<file path="config.mk">
export PLATFORM = sky130hd
export DESIGN_NAME = pam_regs
export DESIGN_NICKNAME = d
export VERILOG_FILES = /design/src/pam_pkg.sv /design/src/pam_regs.sv
export SDC_FILE = /design/constraint.sdc
export NUM_CORES = 1
export LEC_CHECK = 0
export BUFFER_PORTS_ARGS = -buffer_cell sky130_fd_sc_hd__buf_2
export CELL_PAD_IN_SITES_DETAIL_PLACEMENT = 2
export CELL_PAD_IN_SITES_GLOBAL_PLACEMENT = 2
export CORE_ASPECT_RATIO = 1.25
export CORE_MARGIN = 10
export CORE_UTILIZATION = 29
export DETAILED_ROUTE_END_ITERATION = 16
export HOLD_SLACK_MARGIN = 0.05
export PLACE_DENSITY_LB_ADDON = 0.2
export SLEW_MARGIN = 10
export SYNTH_ARGS = -nofsm -noshare
export SYNTH_HDL_FRONTEND = slang
export SYNTH_SLANG_ARGS = --single-unit
</file>
<file path="constraint.sdc">
create_clock -name clk -period 1.2 [get_ports clk]
set_input_delay 0.24 -clock clk [delete_from_list [all_inputs] [get_ports clk]]
set_output_delay 0.24 -clock clk [all_outputs]
set_load 0.02 [all_outputs]
</file>
<file path="src/pam_pkg.sv">
// Package with register map, field positions and reset values for the autoneg management bank
package pam_pkg;
   localparam logic [4:0] OFF_EXPANSION = 5'h06;
   localparam logic [4:0] OFF_NP_TX = 5'h07;
   localparam logic [4:0] OFF_NP_RX = 5'h08;
   localparam logic [4:0] OFF_EXT_STATUS = 5'h0F;
   localparam logic [4:0] OFF_AN_INT_CTRL = 5'h10;
   localparam logic [4:0] OFF_LOOP_POS = 5'h11;
   localparam logic [4:0] OFF_IRQ_STATUS = 5'h18;
   localparam logic [4:0] OFF_IRQ_MASK = 5'h19;
   localparam int EXP_NP_ABLE_BIT = 2;
   localparam int EXP_PAGE_RX_BIT = 1;
   localparam int NP_NEXT_BIT = 15;
   localparam int NP_ACK_BIT = 14;
   localparam int NP_MSG_BIT = 13;
   localparam int NP_ACK2_BIT = 12;
   localparam int NP_TOGGLE_BIT = 11;
   localparam int NP_CODE_MSB = 10;
   localparam int EXT_FD_X_BIT = 15;
   localparam int INT_STATUS_BIT = 1;
   localparam int INT_ENABLE_BIT = 0;
   localparam int LOOP_POS_BIT = 0;
   localparam logic [10:0] NP_CODE_RST = 11'h001;
   localparam logic NP_MSG_RST = 1'b1;
   localparam logic INT_ENABLE_RST = 1'b1;
   // Sticky event bits of the interrupt status register
   localparam int EV_PAGE_RX = 0;
   localparam int EV_AN_DONE = 1;
   localparam int EV_TX_TAKEN = 2;
   localparam int EV_W = 3;
   localparam logic [EV_W-1:0] IRQ_MASK_RST = 3'h0;
endpackage : pam_pkg

</file>
<file path="src/pam_regs.sv">
// Autoneg expansion, next page, extended status, interrupt and loopback position registers
//
// Added by the designer: strobed register access.
`timescale 1ns/1ps
// Overview of operation
// (RULE1) Expansion reads bit 2 as one, bit 0 and bits 3-15 as zero.
// (RULE2) Expansion bit 1 sets on new page, clears on read, resets zero.
// (RULE3) Next page transmit bit 15 read-write, resets zero, one means more pages.
// (RULE4) Transmit code bits 0-10 reset 0x001; bit 13 selects message, resets one.
// (RULE5) Transmit bit 12 comply flag read-write, resets zero.
// (RULE6) Bit 11 of both next page registers read-only, toggles per page.
// (RULE7) Next page receive read-only, resets zero, holds partner page fields.
// (RULE8) Extended status reads bit 15 one, all other bits zero.
// (RULE9) Interrupt status sets on completion while enabled, held until written zero.
// (RULE10) Interrupt enable bit 0 resets one; zero forces status zero.
// (RULE11) Loopback position bit 0 read-write, resets zero, selects loopback point.
// (RULE12) Writes to read-only, constant or reserved bits have no effect.
// (RULE13) Host clears completion status by writing zero after servicing.
module pam_regs (
   input wire logic clk, // 50 MHz clock
   input wire logic rst_n, // Async reset, active low
   input wire logic clk_en, // Freezes all state while low
   input wire logic [4:0] addr, // Register address
   input wire logic [15:0] wr_data, // Write data
   input wire logic wr_en, // Write strobe
   input wire logic rd_en, // Read strobe
   output logic [15:0] rd_data, // Read data, cycle after strobe
   input wire logic an_page_rx, // Pulse: page received from partner
   input wire logic [15:0] an_lp_page, // Partner next page, valid with pulse
   input wire logic an_complete, // Pulse: autoneg cycle done
   input wire logic an_tx_taken, // Pulse: transmit page sent
   output logic [15:0] np_tx_page, // Page offered to the engine
   output logic loop_inside, // Loopback position select
   output logic an_int_status, // Completion interrupt status bit
   output logic irq // Level interrupt
);
   typedef struct packed {
      logic [15:0] rd_data;
      logic page_rx;
      logic np_next;
      logic np_msg;
      logic np_ack2;
      logic np_toggle;
      logic [10:0] np_code;
      logic [15:0] np_rx;
      logic int_status;
      logic int_enable;
      logic loop_pos;
      logic [pam_pkg::EV_W-1:0] ev_status;
      logic [pam_pkg::EV_W-1:0] ev_mask;
      logic irq;
   } pam_state_s;

   pam_state_s r;
   pam_state_s next_r;

   function automatic logic hit(input logic [4:0] a, input logic [4:0] off);
      hit = (a == off);
   endfunction : hit

   function automatic logic [15:0] np_tx_word(input pam_state_s s);
      logic [15:0] w;
      w = 16'h0000;
      w[pam_pkg::NP_NEXT_BIT] = s.np_next;
      w[pam_pkg::NP_MSG_BIT] = s.np_msg;
      w[pam_pkg::NP_ACK2_BIT] = s.np_ack2;
      w[pam_pkg::NP_TOGGLE_BIT] = s.np_toggle;
      w[pam_pkg::NP_CODE_MSB:0] = s.np_code;
      np_tx_word = w;
   endfunction : np_tx_word

   always_comb begin
      logic [15:0] rv;
      logic [pam_pkg::EV_W-1:0] ev;
      rv = 16'h0000; // RULE12
      ev = {an_tx_taken, an_complete, an_page_rx};
      next_r = r;
      // Read mux; unmapped addresses return zero
      if (hit(addr, pam_pkg::OFF_EXPANSION)) begin
         rv[pam_pkg::EXP_NP_ABLE_BIT] = 1'b1; // RULE1
         rv[pam_pkg::EXP_PAGE_RX_BIT] = r.page_rx; // RULE2
      end
      if (hit(addr, pam_pkg::OFF_NP_TX)) begin
         rv = np_tx_word(r);
      end
      if (hit(addr, pam_pkg::OFF_NP_RX)) begin
         rv = r.np_rx; // RULE7
      end
      if (hit(addr, pam_pkg::OFF_EXT_STATUS)) begin
         rv[pam_pkg::EXT_FD_X_BIT] = 1'b1; // RULE8
      end
      if (hit(addr, pam_pkg::OFF_AN_INT_CTRL)) begin
         rv[pam_pkg::INT_STATUS_BIT] = r.int_status; // RULE10
         rv[pam_pkg::INT_ENABLE_BIT] = r.int_enable;
      end
      if (hit(addr, pam_pkg::OFF_LOOP_POS)) begin
         rv[pam_pkg::LOOP_POS_BIT] = r.loop_pos; // RULE11
      end
      if (hit(addr, pam_pkg::OFF_IRQ_STATUS)) begin
         rv[pam_pkg::EV_W-1:0] = r.ev_status;
      end
      if (hit(addr, pam_pkg::OFF_IRQ_MASK)) begin
         rv[pam_pkg::EV_W-1:0] = r.ev_mask;
      end
      if (rd_en) begin
         next_r.rd_data = rv;
      end

      // Page received flag; new page wins over read clear
      if (rd_en && hit(addr, pam_pkg::OFF_EXPANSION)) begin
         next_r.page_rx = 1'b0; // RULE2
      end
      if (an_page_rx) begin
         next_r.page_rx = 1'b1; // RULE2
         next_r.np_rx = an_lp_page; // RULE7
      end

      // Only defined read-write fields take writes; bit 14 and toggle ignored
      if (wr_en && hit(addr, pam_pkg::OFF_NP_TX)) begin
         next_r.np_next = wr_data[pam_pkg::NP_NEXT_BIT]; // RULE3
         next_r.np_msg = wr_data[pam_pkg::NP_MSG_BIT]; // RULE4
         next_r.np_ack2 = wr_data[pam_pkg::NP_ACK2_BIT]; // RULE5
         next_r.np_code = wr_data[pam_pkg::NP_CODE_MSB:0]; // RULE4
      end
      // Toggle flips once each page leaves, so successive pages alternate
      if (an_tx_taken) begin
         next_r.np_toggle = ~r.np_toggle; // RULE6
      end

      if (wr_en && hit(addr, pam_pkg::OFF_AN_INT_CTRL)) begin
         next_r.int_enable = wr_data[pam_pkg::INT_ENABLE_BIT]; // RULE10
         // Writing one does not set; zero clears it, and so does writing enable zero
         if (!wr_data[pam_pkg::INT_STATUS_BIT]) begin
            next_r.int_status = 1'b0; // RULE9
         end
      end
      if (an_complete && r.int_enable) begin
         next_r.int_status = 1'b1; // RULE9
      end
      if (!next_r.int_enable) begin
         next_r.int_status = 1'b0; // RULE10
      end

      if (wr_en && hit(addr, pam_pkg::OFF_LOOP_POS)) begin
         next_r.loop_pos = wr_data[pam_pkg::LOOP_POS_BIT]; // RULE11
      end

      // Sticky events: read clears, a same-cycle event survives
      if (wr_en && hit(addr, pam_pkg::OFF_IRQ_MASK)) begin
         next_r.ev_mask = wr_data[pam_pkg::EV_W-1:0];
      end
      if (rd_en && hit(addr, pam_pkg::OFF_IRQ_STATUS)) begin
         next_r.ev_status = ev;
      end else begin
         next_r.ev_status = r.ev_status | ev;
      end
      next_r.irq = |(next_r.ev_status & next_r.ev_mask);
   end

   always_ff @(posedge clk or negedge rst_n) begin
      if (!rst_n) begin
         r <= '0;
         r.np_msg <= pam_pkg::NP_MSG_RST; // RULE4
         r.np_code <= pam_pkg::NP_CODE_RST; // RULE4
         r.int_enable <= pam_pkg::INT_ENABLE_RST; // RULE10
         r.ev_mask <= pam_pkg::IRQ_MASK_RST;
      end else if (clk_en) begin
         r <= next_r;
      end
   end

   // Outputs all come straight from state flip-flops
   assign rd_data = r.rd_data;
   assign np_tx_page = np_tx_word(r);
   assign loop_inside = r.loop_pos; // RULE11
   assign an_int_status = r.int_status;
   assign irq = r.irq;
endmodule : pam_regs

</file>
==> results of run 1 <==
[what timing repair did]
action | 4_1_cts | 5_1_grt
hold buffers | 1 | 0
endpoints found under the setup margin | 28 | 36
buffers inserted | 5 | 1
hold endpoints to repair | 55 | 0
resized for setup | 35 | 21
pin swaps | 26 | 11
[registers in the layout (all words and copies together), names as in the netlist]
register,count
irq,1
r,24
np_tx_page,15
rd_data,16
an_int_status,1
loop_inside,1
[final cells by class]
type,instances,share of cell area
inverters,6,0.00555
well taps,126,0.0388
repair buffers,119,0.202
clock buffers,11,0.0622
flip-flops and latches,58,0.358
clock inverters,5,0.0129
multi-input cells,152,0.320
[layer usage]
layer | vias to the layer above | track usage
met4 | 0 | 0.0513
met1 | 1147 | 0.155
met5 | - | 0
met3 | 11 | 0.0348
li1 | 1061 | -
met2 | 53 | 0.232
[critical path, stage by stage]
cell and delay [ns]:
buf_8 0.10, nand3b_4 0.14, or4b_4 0.57, a21oi_4 0.18, o22ai_1 0.10, o22a_1 0.18
[synthesized netlist by cell type (2+ instances only)]
cell / count / area (um^2)
buf_4: 33 / 248
and3_1: 2 / 12.5
nor2b_1: 3 / 18.8
nand2_1: 26 / 97.6
clkbuf_1: 8 / 30.0
a22oi_1: 12 / 90.1
inv_1: 6 / 22.5
mux2i_1: 6 / 60.1
buf_2: 4 / 20.0
dfrtp_1: 55 / 1380
nand3_1: 5 / 25.0
nor3_1: 6 / 30.0
o31ai_1: 2 / 15.0
mux2_2: 24 / 270
nor2_1: 4 / 15.0
dfstp_2: 3 / 78.8
mux2_1: 10 / 113
a21oi_1: 11 / 55.1
o21ai_0: 21 / 105
[stage by stage]
step / hold WS (ns) / cell area [um^2] / total power, mW / util
after CTS: 0.117 / 3970 / 6.02 / 0.413
after global routing: 0.144 / 4060 / 6.27 / 0.423
final: 0.147 / 4060 / 5.97 / 0.423
after floorplan: -0.0556 / 2960 / 2.96 / -
after detailed placement: 0.285 / 3480 / 3.30 / 0.362
after global placement: 0.275 / 3480 / 3.27 / 0.362
[path summary, 6_finish.rpt]
| check | from | end | slack, ns | cells past startpoint |
|---|---|---|---|---|
| setup / recovery | addr[2] | irq$_DFFE_PN0P_ | -0.09 | 6 |
| hold / removal | wr_data[10] | np_tx_page[10]$_DFFE_PN0P_ | 0.15 | 2 |
| setup reg to reg | np_tx_page[1]$_DFFE_PN0P_ | rd_data[1]$_DFFE_PN0P_ | -0.02 | 5 |
| hold reg to reg | rd_data[12]$_DFFE_PN0P_ | rd_data[12]$_DFFE_PN0P_ | 0.48 | 2 |
| max in group asynchronous | rst_n | np_tx_page[13]$_DFFE_PN1P_ | 0.42 | 3 |
| min in group asynchronous | rst_n | np_tx_page[4]$_DFFE_PN0P_ | 0.47 | 3 |
[report_power, final]
part	total, mW	internal [mW]	switching, mW
logic	1.01	0.503	0.509
registers	2.37	2.19	0.181
clock network	2.60	1.71	0.889
total	5.97	4.40	1.58
[logic make-up (layout without fill, tap and decap cells)]
| kind of cell | Yosys count | in the layout | share of synthesized area |
|---|---|---|---|
| AND/OR/NAND/NOR | 56 | 56 | 0.105 |
| multiplexers | 40 | 40 | 0.155 |
| other | 1 | 1 | 0.00131 |
| flip-flops | 58 | 58 | 0.509 |
| buffers and inverters | 51 | 141 | 0.112 |
| AO/OA/AOI/OAI | 54 | 54 | 0.115 |
| XOR/XNOR | 1 | 1 | 0.00306 |
==> out/results.md, run 1 <==
| Stage | Parameter | Value |
|:---|:---|:---|
| run status | Status | finished with violations |
| run status | Violated checks | negative setup slack |
| drt | Met1 wire length | 3880 um |
| final layout | Post-layout instance count excluding filler cells | 477 |
| setup path | Largest fanout on the critical path | 3 |
| clock tree | Clock-pin slew reported for the worst setup and hold paths after clock tree synthesis | 0.06 ns |
| sta | Unrepaired setup endpoints after global routing | true |
| final layout | Share of cells above drive strength 1 | 0.590 |
| logic synthesis | Post-synthesis instance area | 0.00286 mm^2 |
| drt | Total wire length | 9170 um |
| floorplan | DIE WIDTH | 109 um |
| global routing | Maximum number of pins on one net before global-route repair | 59 |
| final layout | Fill cell total of the finished layout | 1027 |
| drt | Sum of met3 wire segment lengths after detailed routing | 364 um |
| logic synthesis | Share of flip-flops with an asynchronous set or reset after synthesis | 1.00 |
| placed design | Post-DP HPWL | 6670 um |
| sta | Final worst-path cycle share | 1.07 |
| final layout | Final net count | 391 |
| global routing | Aggregate global-route resource usage | 0.134 |
| pwr | P_leak | 1.91 nW |
| logic synthesis | Average size of a mapped cell | 11.0 um^2 |
| sta | Max Clock Skew | 0.00541 ns |
| setup path | Endpoint type of the worst setup path | flip-flop |
| drt | Detailed Routing Iterations Pass 1 | 3 |
| sta | Sum of negative setup slack | -0.259 ns |
| logic synthesis | Syn Nets | 306 |
| floorplan | Initial core utilization | 0.298 |
| sta | Final period demand of the worst path | 1.29 ns |
| sta | Number of hold violations in the final report | 0 |
| drt | Via count | 2272 |
| global routing | Congestion Overflow GR | 0 |
| drt | Initial drt markers | 65 |
| flow run | Number of max-cap violations | 0 |
| clock tree | CTS root buffer | clkbuf_16 |
| setup path | Arrival time at the worst endpoint | 1.50 ns |
| drt | Number of remaining DRC errors | 0 |
| logic synthesis | Post-synthesis sequential element count | 58 |
| clock tree | TritonCTS buffer count | 9 |
| placed design | Final weighted congestion of routability-driven global placement | 0.822 |
| floorplan | Total Die Area | 0.0143 mm^2 |
| logic synthesis | Synth warnings | 0 |
| clock tree | Clock sinks | 58 |
| clock tree | TritonCTS clock tree | yes |
| logic synthesis | Count of flip-flops with a built-in enable after synthesis | 0 |
| placed design | # port buffers | 76 |
| floorplan | Io pins | 80 |
| drt | Top Layer Used | met4 |
| logic synthesis | Predominant post-synthesis flop cell | dfrtp_1 |
| sta | Least setup slack across all paths after layout | -0.0899 ns |
| floorplan | Row Count | 40 |
| sta | Final setup violation count | 11 |
| hold path | Classification of the worst-slack hold path | in2reg |
| clock tree | Largest buffer count on any clock path | 2 |
| logic synthesis | Number of distinct library cells after synthesis | 39 |
| final layout | Commonest non-fill, non-tap cells in the layout | buf_2 (69), dfrtp_1 (55), buf_4 (35) |
| floorplan | Die Height | 131 um |
| global routing | Number of antenna violations at the first check in global routing | 0 |
| sta | Final count of pins violating max slew | 0 |
| drt | Detailed-route vias per instance | 4.76 |
| placed design | Instance count after placement with tap cells included | 455 |
| final layout | Area taken by multi-input logic gates | 0.00130 mm^2 |
| setup path | Startpoint class of the critical path | primary input |
| final layout | Most frequent standard cell in the layout excluding fill and tap cells | buf_2 |
| global routing | Wire length of the first global-routing pass | 14400 um |
| clock tree | H-Tree Depth | 3 |
| final layout | Sequential cell area | 0.00146 mm^2 |
| final layout | Growth of design area from synthesis to finish | 42.0% |
| logic synthesis | Gate Count Post-Synth | 261 |
| drt | Wire length per cell after detailed routing | 19.2 um |
| sta | Upper clock frequency limit | 775 MHz |
| clock tree | Clock insertion delay at the later pin of the skew report | 0.32 ns |
| floorplan | Core region area | 0.00961 mm^2 |
| setup path | Required time at the worst-slack endpoint | 1.41 ns |
| final layout | Diodes inserted | 0 |
| placed design | Worst setup timing slack at the placement stage | -0.443 ns |
| drt | Met2 wire length | 4780 um |
| drt | Count of antenna-violating nets left after detailed routing | 0 |
| global routing | Vias in the first global route | 2585 |
| setup path | Critical setup path kind | in2reg |
| pwr | Worst IR drop on VDD | 0.693 mV |
| pwr | Total power divided by cell area | 1470 mW/mm^2 |
| logic synthesis | Proportion of synthesized chip area in sequential cells | 0.509 |
(Power assumes the default switching activity.)
==> inputs of run 2 (changes only) <==
==> constraint.sdc (replaced) <==
create_clock -name clk -period 1.1 [get_ports clk]
set_input_delay 0.22 -clock clk [delete_from_list [all_inputs] [get_ports clk]]
set_output_delay 0.22 -clock clk [all_outputs]
set_load 0.02 [all_outputs]
==> run 2 against run 1 <==
The run still ends with negative setup slack left. Worst setup slack got worse by 0.099 ns. Core utilization increased by 5.6 points. Final area increased by 13%. Power increased by 16%. Via count increased by 7.0%. Wire length increased by 13%. Count of clock-buffer cells in the layout increased by 3. Global-route usage increased by 0.65 points. Critical path depth decreased by 4. Die area unchanged. Critical path type is now reg2out.
==> out/results.md, run 2 (synthesized netlist as in run 1, its figures left out) <==
| Stage | Parameter | Value | Delta |
|:---|:---|:---|:---|
| floorplan | Core region area | 0.00961 mm^2 | unchanged |
| final layout | Most frequent standard cell in the layout excluding fill and tap cells | buf_4 |  |
| pwr | Proportion of total power due to net switching | 0.260 | -0.00450 |
| drt | Wire length per cell after detailed routing | 20.2 um | +5.1% |
| setup path | Cell Chain, Critical Path | buf_6 > buf_6 |  |
| sta | Sum of negative setup slack | -1.86 ns | -1.60 ns |
| final layout | Register bank with the most flops | r |  |
| placed design | Post-DP HPWL | 6710 um | +0.61% |
| floorplan | Io pins | 80 | unchanged |
| final layout | Growth of design area from synthesis to finish | 60.9% |  |
| sta | Least setup slack across all paths after layout | -0.189 ns | -0.0987 ns |
| pwr | Combinational fraction of design power | 0.216 | +0.047 |
| sta | Max Clock Skew | 0.00662 ns | +0.00120 ns |
| sta | Final period demand of the worst path | 1.29 ns |  |
| clock tree | Clock insertion delay at the later pin of the skew report | 0.32 ns | about the same |
| sta | Upper clock frequency limit | 776 MHz |  |
| setup path | Required time at the worst-slack endpoint | 0.88 ns | -0.53 ns |
| setup path | Slowest stage cell on the critical path | dfstp_2 |  |
| drt | Number of remaining DRC errors | 0 | unchanged |
| clock tree | TritonCTS clock tree | yes |  |
| sta | Final setup violation count | 24 | +13 |
| clock tree | Largest buffer count on any clock path | 2 | unchanged |
| pwr | Worst IR drop on VDD | 0.654 mV | -5.5% |
| drt | Count of antenna-violating nets left after detailed routing | 0 | unchanged |
| clock tree | H-Tree Depth | 3 | unchanged |
| setup path | Arrival time at the worst endpoint | 1.07 ns | -0.43 ns |
| global routing | Aggregate global-route resource usage | 0.141 | +0.00650 |
| pwr | Psw | 1.81 mW | +14% |
| flow run | Number of max-cap violations | 0 | unchanged |
| pwr | Total power divided by cell area | 1510 mW/mm^2 | +2.8% |
| drt | Detailed-route vias per instance | 4.76 | -0.12% |
| drt | Detailed Routing Iterations Pass 1 | 3 | unchanged |
| final layout | Max reg flops | 24 | unchanged |
| global routing | Maximum number of pins on one net before global-route repair | 59 | unchanged |
| drt | Initial drt markers | 52 | -20% |
| final layout | Share of cells above drive strength 1 | 0.636 | +0.0466 |
| setup path | Beginning of the worst register-to-register path | r[8]$_DFFE_PN1P_ |  |
| sta | Worst hold slack across all endpoints | 0.132 ns | -0.0151 ns |
| clock tree | Clock-pin slew reported for the worst setup and hold paths after clock tree synthesis | 0.05 ns | about the same |
| pwr | Sequential power share | 0.369 | -0.027 |
| clock tree | Clock sinks | 58 | unchanged |
| setup path | Endpoint type of the worst setup path | primary output |  |
| floorplan | DIE WIDTH | 109 um | unchanged |
| global routing | Wire length of the first global-routing pass | 15300 um | +6.7% |
| floorplan | Die Height | 131 um | unchanged |
| placed design | Placed Instance Area | 0.00351 mm^2 | +0.94% |
| run status | Status | finished with violations |  |
| setup path | Critical setup path kind | reg2out |  |
| drt | Via count | 2431 | +7.0% |
| sta | Final count of pins violating max slew | 0 | unchanged |
| final layout | Final instance area | 0.00460 mm^2 | +13% |
| clock tree | CTS root buffer | clkbuf_16 |  |
| sta | Unrepaired setup endpoints after global routing | true |  |
| global routing | Vias in the first global route | 2781 | +7.6% |
| hold path | Classification of the worst-slack hold path | in2reg |  |
| pwr | Total design power | 6.96 mW | +16% |
| hold path | Hold wc startpoint | an_lp_page[11] |  |
| run status | Violated checks | negative setup slack |  |
| setup path | Startpoint class of the critical path | flip-flop |  |
| clock tree | TritonCTS buffer count | 9 | unchanged |
| global routing | Number of antenna violations at the first check in global routing | 0 | unchanged |
| setup path | Largest fanout on the critical path | 2 | -1 |
| placed design | # port buffers | 76 | unchanged |
| final layout | Commonest non-fill, non-tap cells in the layout | buf_4 (66), dfrtp_1 (55), buf_2 (41) |  |
| final layout | Final net count | 425 | +8.7% |
| setup path | Most frequent CP cell | buf_6 |  |
| pwr | Power share of the clock group | 0.415 | -0.019 |
| floorplan | Row Count | 40 | unchanged |
| floorplan | Total Die Area | 0.0143 mm^2 | unchanged |
| setup path | Worst setup path start | np_tx_page[0]$_DFFE_PN1P_ |  |
| setup path | R2R Setup Slk | -0.13 ns | -0.11 ns |
| placed design | Final weighted congestion of routability-driven global placement | 0.751 | -8.7% |
| pwr | Cell internal pwr | 5.15 mW | +17% |
| final layout | Fill cell total of the finished layout | 991 | -3.5% |
| drt | Total wire length | 10300 um | +13% |
| global routing | Congestion Overflow GR | 0 | unchanged |
| floorplan | Initial core utilization | 0.298 | unchanged |
| pwr | P_leak | 2.16 nW | +13% |
| final layout | Diodes inserted | 0 | unchanged |
| sta | Number of hold violations in the final report | 0 | unchanged |
| sta | Final worst-path cycle share | 1.17 |  |
| setup path | Worst path max stage delay | 0.54 ns | -0.03 ns |
run 2: stage by stage:
step | std cells | worst slack, ns | utilization
after floorplan | 261 | -0.362 | -
after global placement | 455 | -0.467 | 0.365
after detailed placement | 455 | -0.504 | 0.365
after CTS | 495 | -0.204 | 0.448
after global routing | 511 | -0.239 | 0.479
final | 511 | -0.189 | 0.479
run 2: path summary, 6_finish.rpt:
kind | end | depth (start not counted)
worst min-delay path | r[21]$_DFFE_PN0P_ | 2
worst min register to register | rd_data[14]$_DFFE_PN0P_ | 2
worst max register to register | rd_data[0]$_DFFE_PN0P_ | 4
worst max-delay path | np_tx_page[0] | 2
min in group asynchronous | np_tx_page[4]$_DFFE_PN0P_ | 3
max in group asynchronous | np_tx_page[13]$_DFFE_PN1P_ | 3
run 2: area by class of cell:
| type | instances | area (um^2) | share of cell area |
|---|---|---|---|
| Sequential cell | 58 | 1460 | 0.316 |
| Multi-Input combinational cell | 152 | 1360 | 0.295 |
| Timing Repair Buffer | 153 | 1300 | 0.283 |
| Clock buffer | 14 | 274 | 0.0596 |
| Tap cell | 126 | 158 | 0.0343 |
| Clock inverter | 2 | 35.0 | 0.00761 |
| Inverter | 6 | 22.5 | 0.00490 |
run 2: what timing repair did:
| action | in CTS | in global routing |
|---|---|---|
| hold endpoints to repair | 55 | 0 |
| setup buffers | 23 | 17 |
| pin swaps | 31 | 23 |
| setup endpoints to repair | 57 | 69 |
| resized for setup | 81 | 46 |
| gates cloned | 1 | 0 |
| hold buffers | 1 | 0 |
run 2: per-layer routing:
metal | global-route usage | vias up | wire length [um]
met5 | 0 | - | 0
met4 | 0.0420 | 0 | 107
met3 | 0.0387 | 10 | 447
met2 | 0.251 | 57 | 5550
met1 | 0.159 | 1242 | 4230
li1 | - | 1122 | -
run 2: worst max-delay path, delay by kind of cell, from the launching register on:
| family | cells | cell delay [ns] |
|---|---|---|
| buf+inv | 2 | 0.21 |
| flops | 1 | 0.54 |
run 2: power groups by stage:
stage	clock, mW	combinational, mW	sequential [mW]
after floorplan	0	0.685	2.55
after global placement	0	1.00	2.58
after detailed placement	0	1.04	2.59
after CTS	2.96	1.38	2.55
after global routing	3.04	1.63	2.60
final	2.89	1.50	2.57
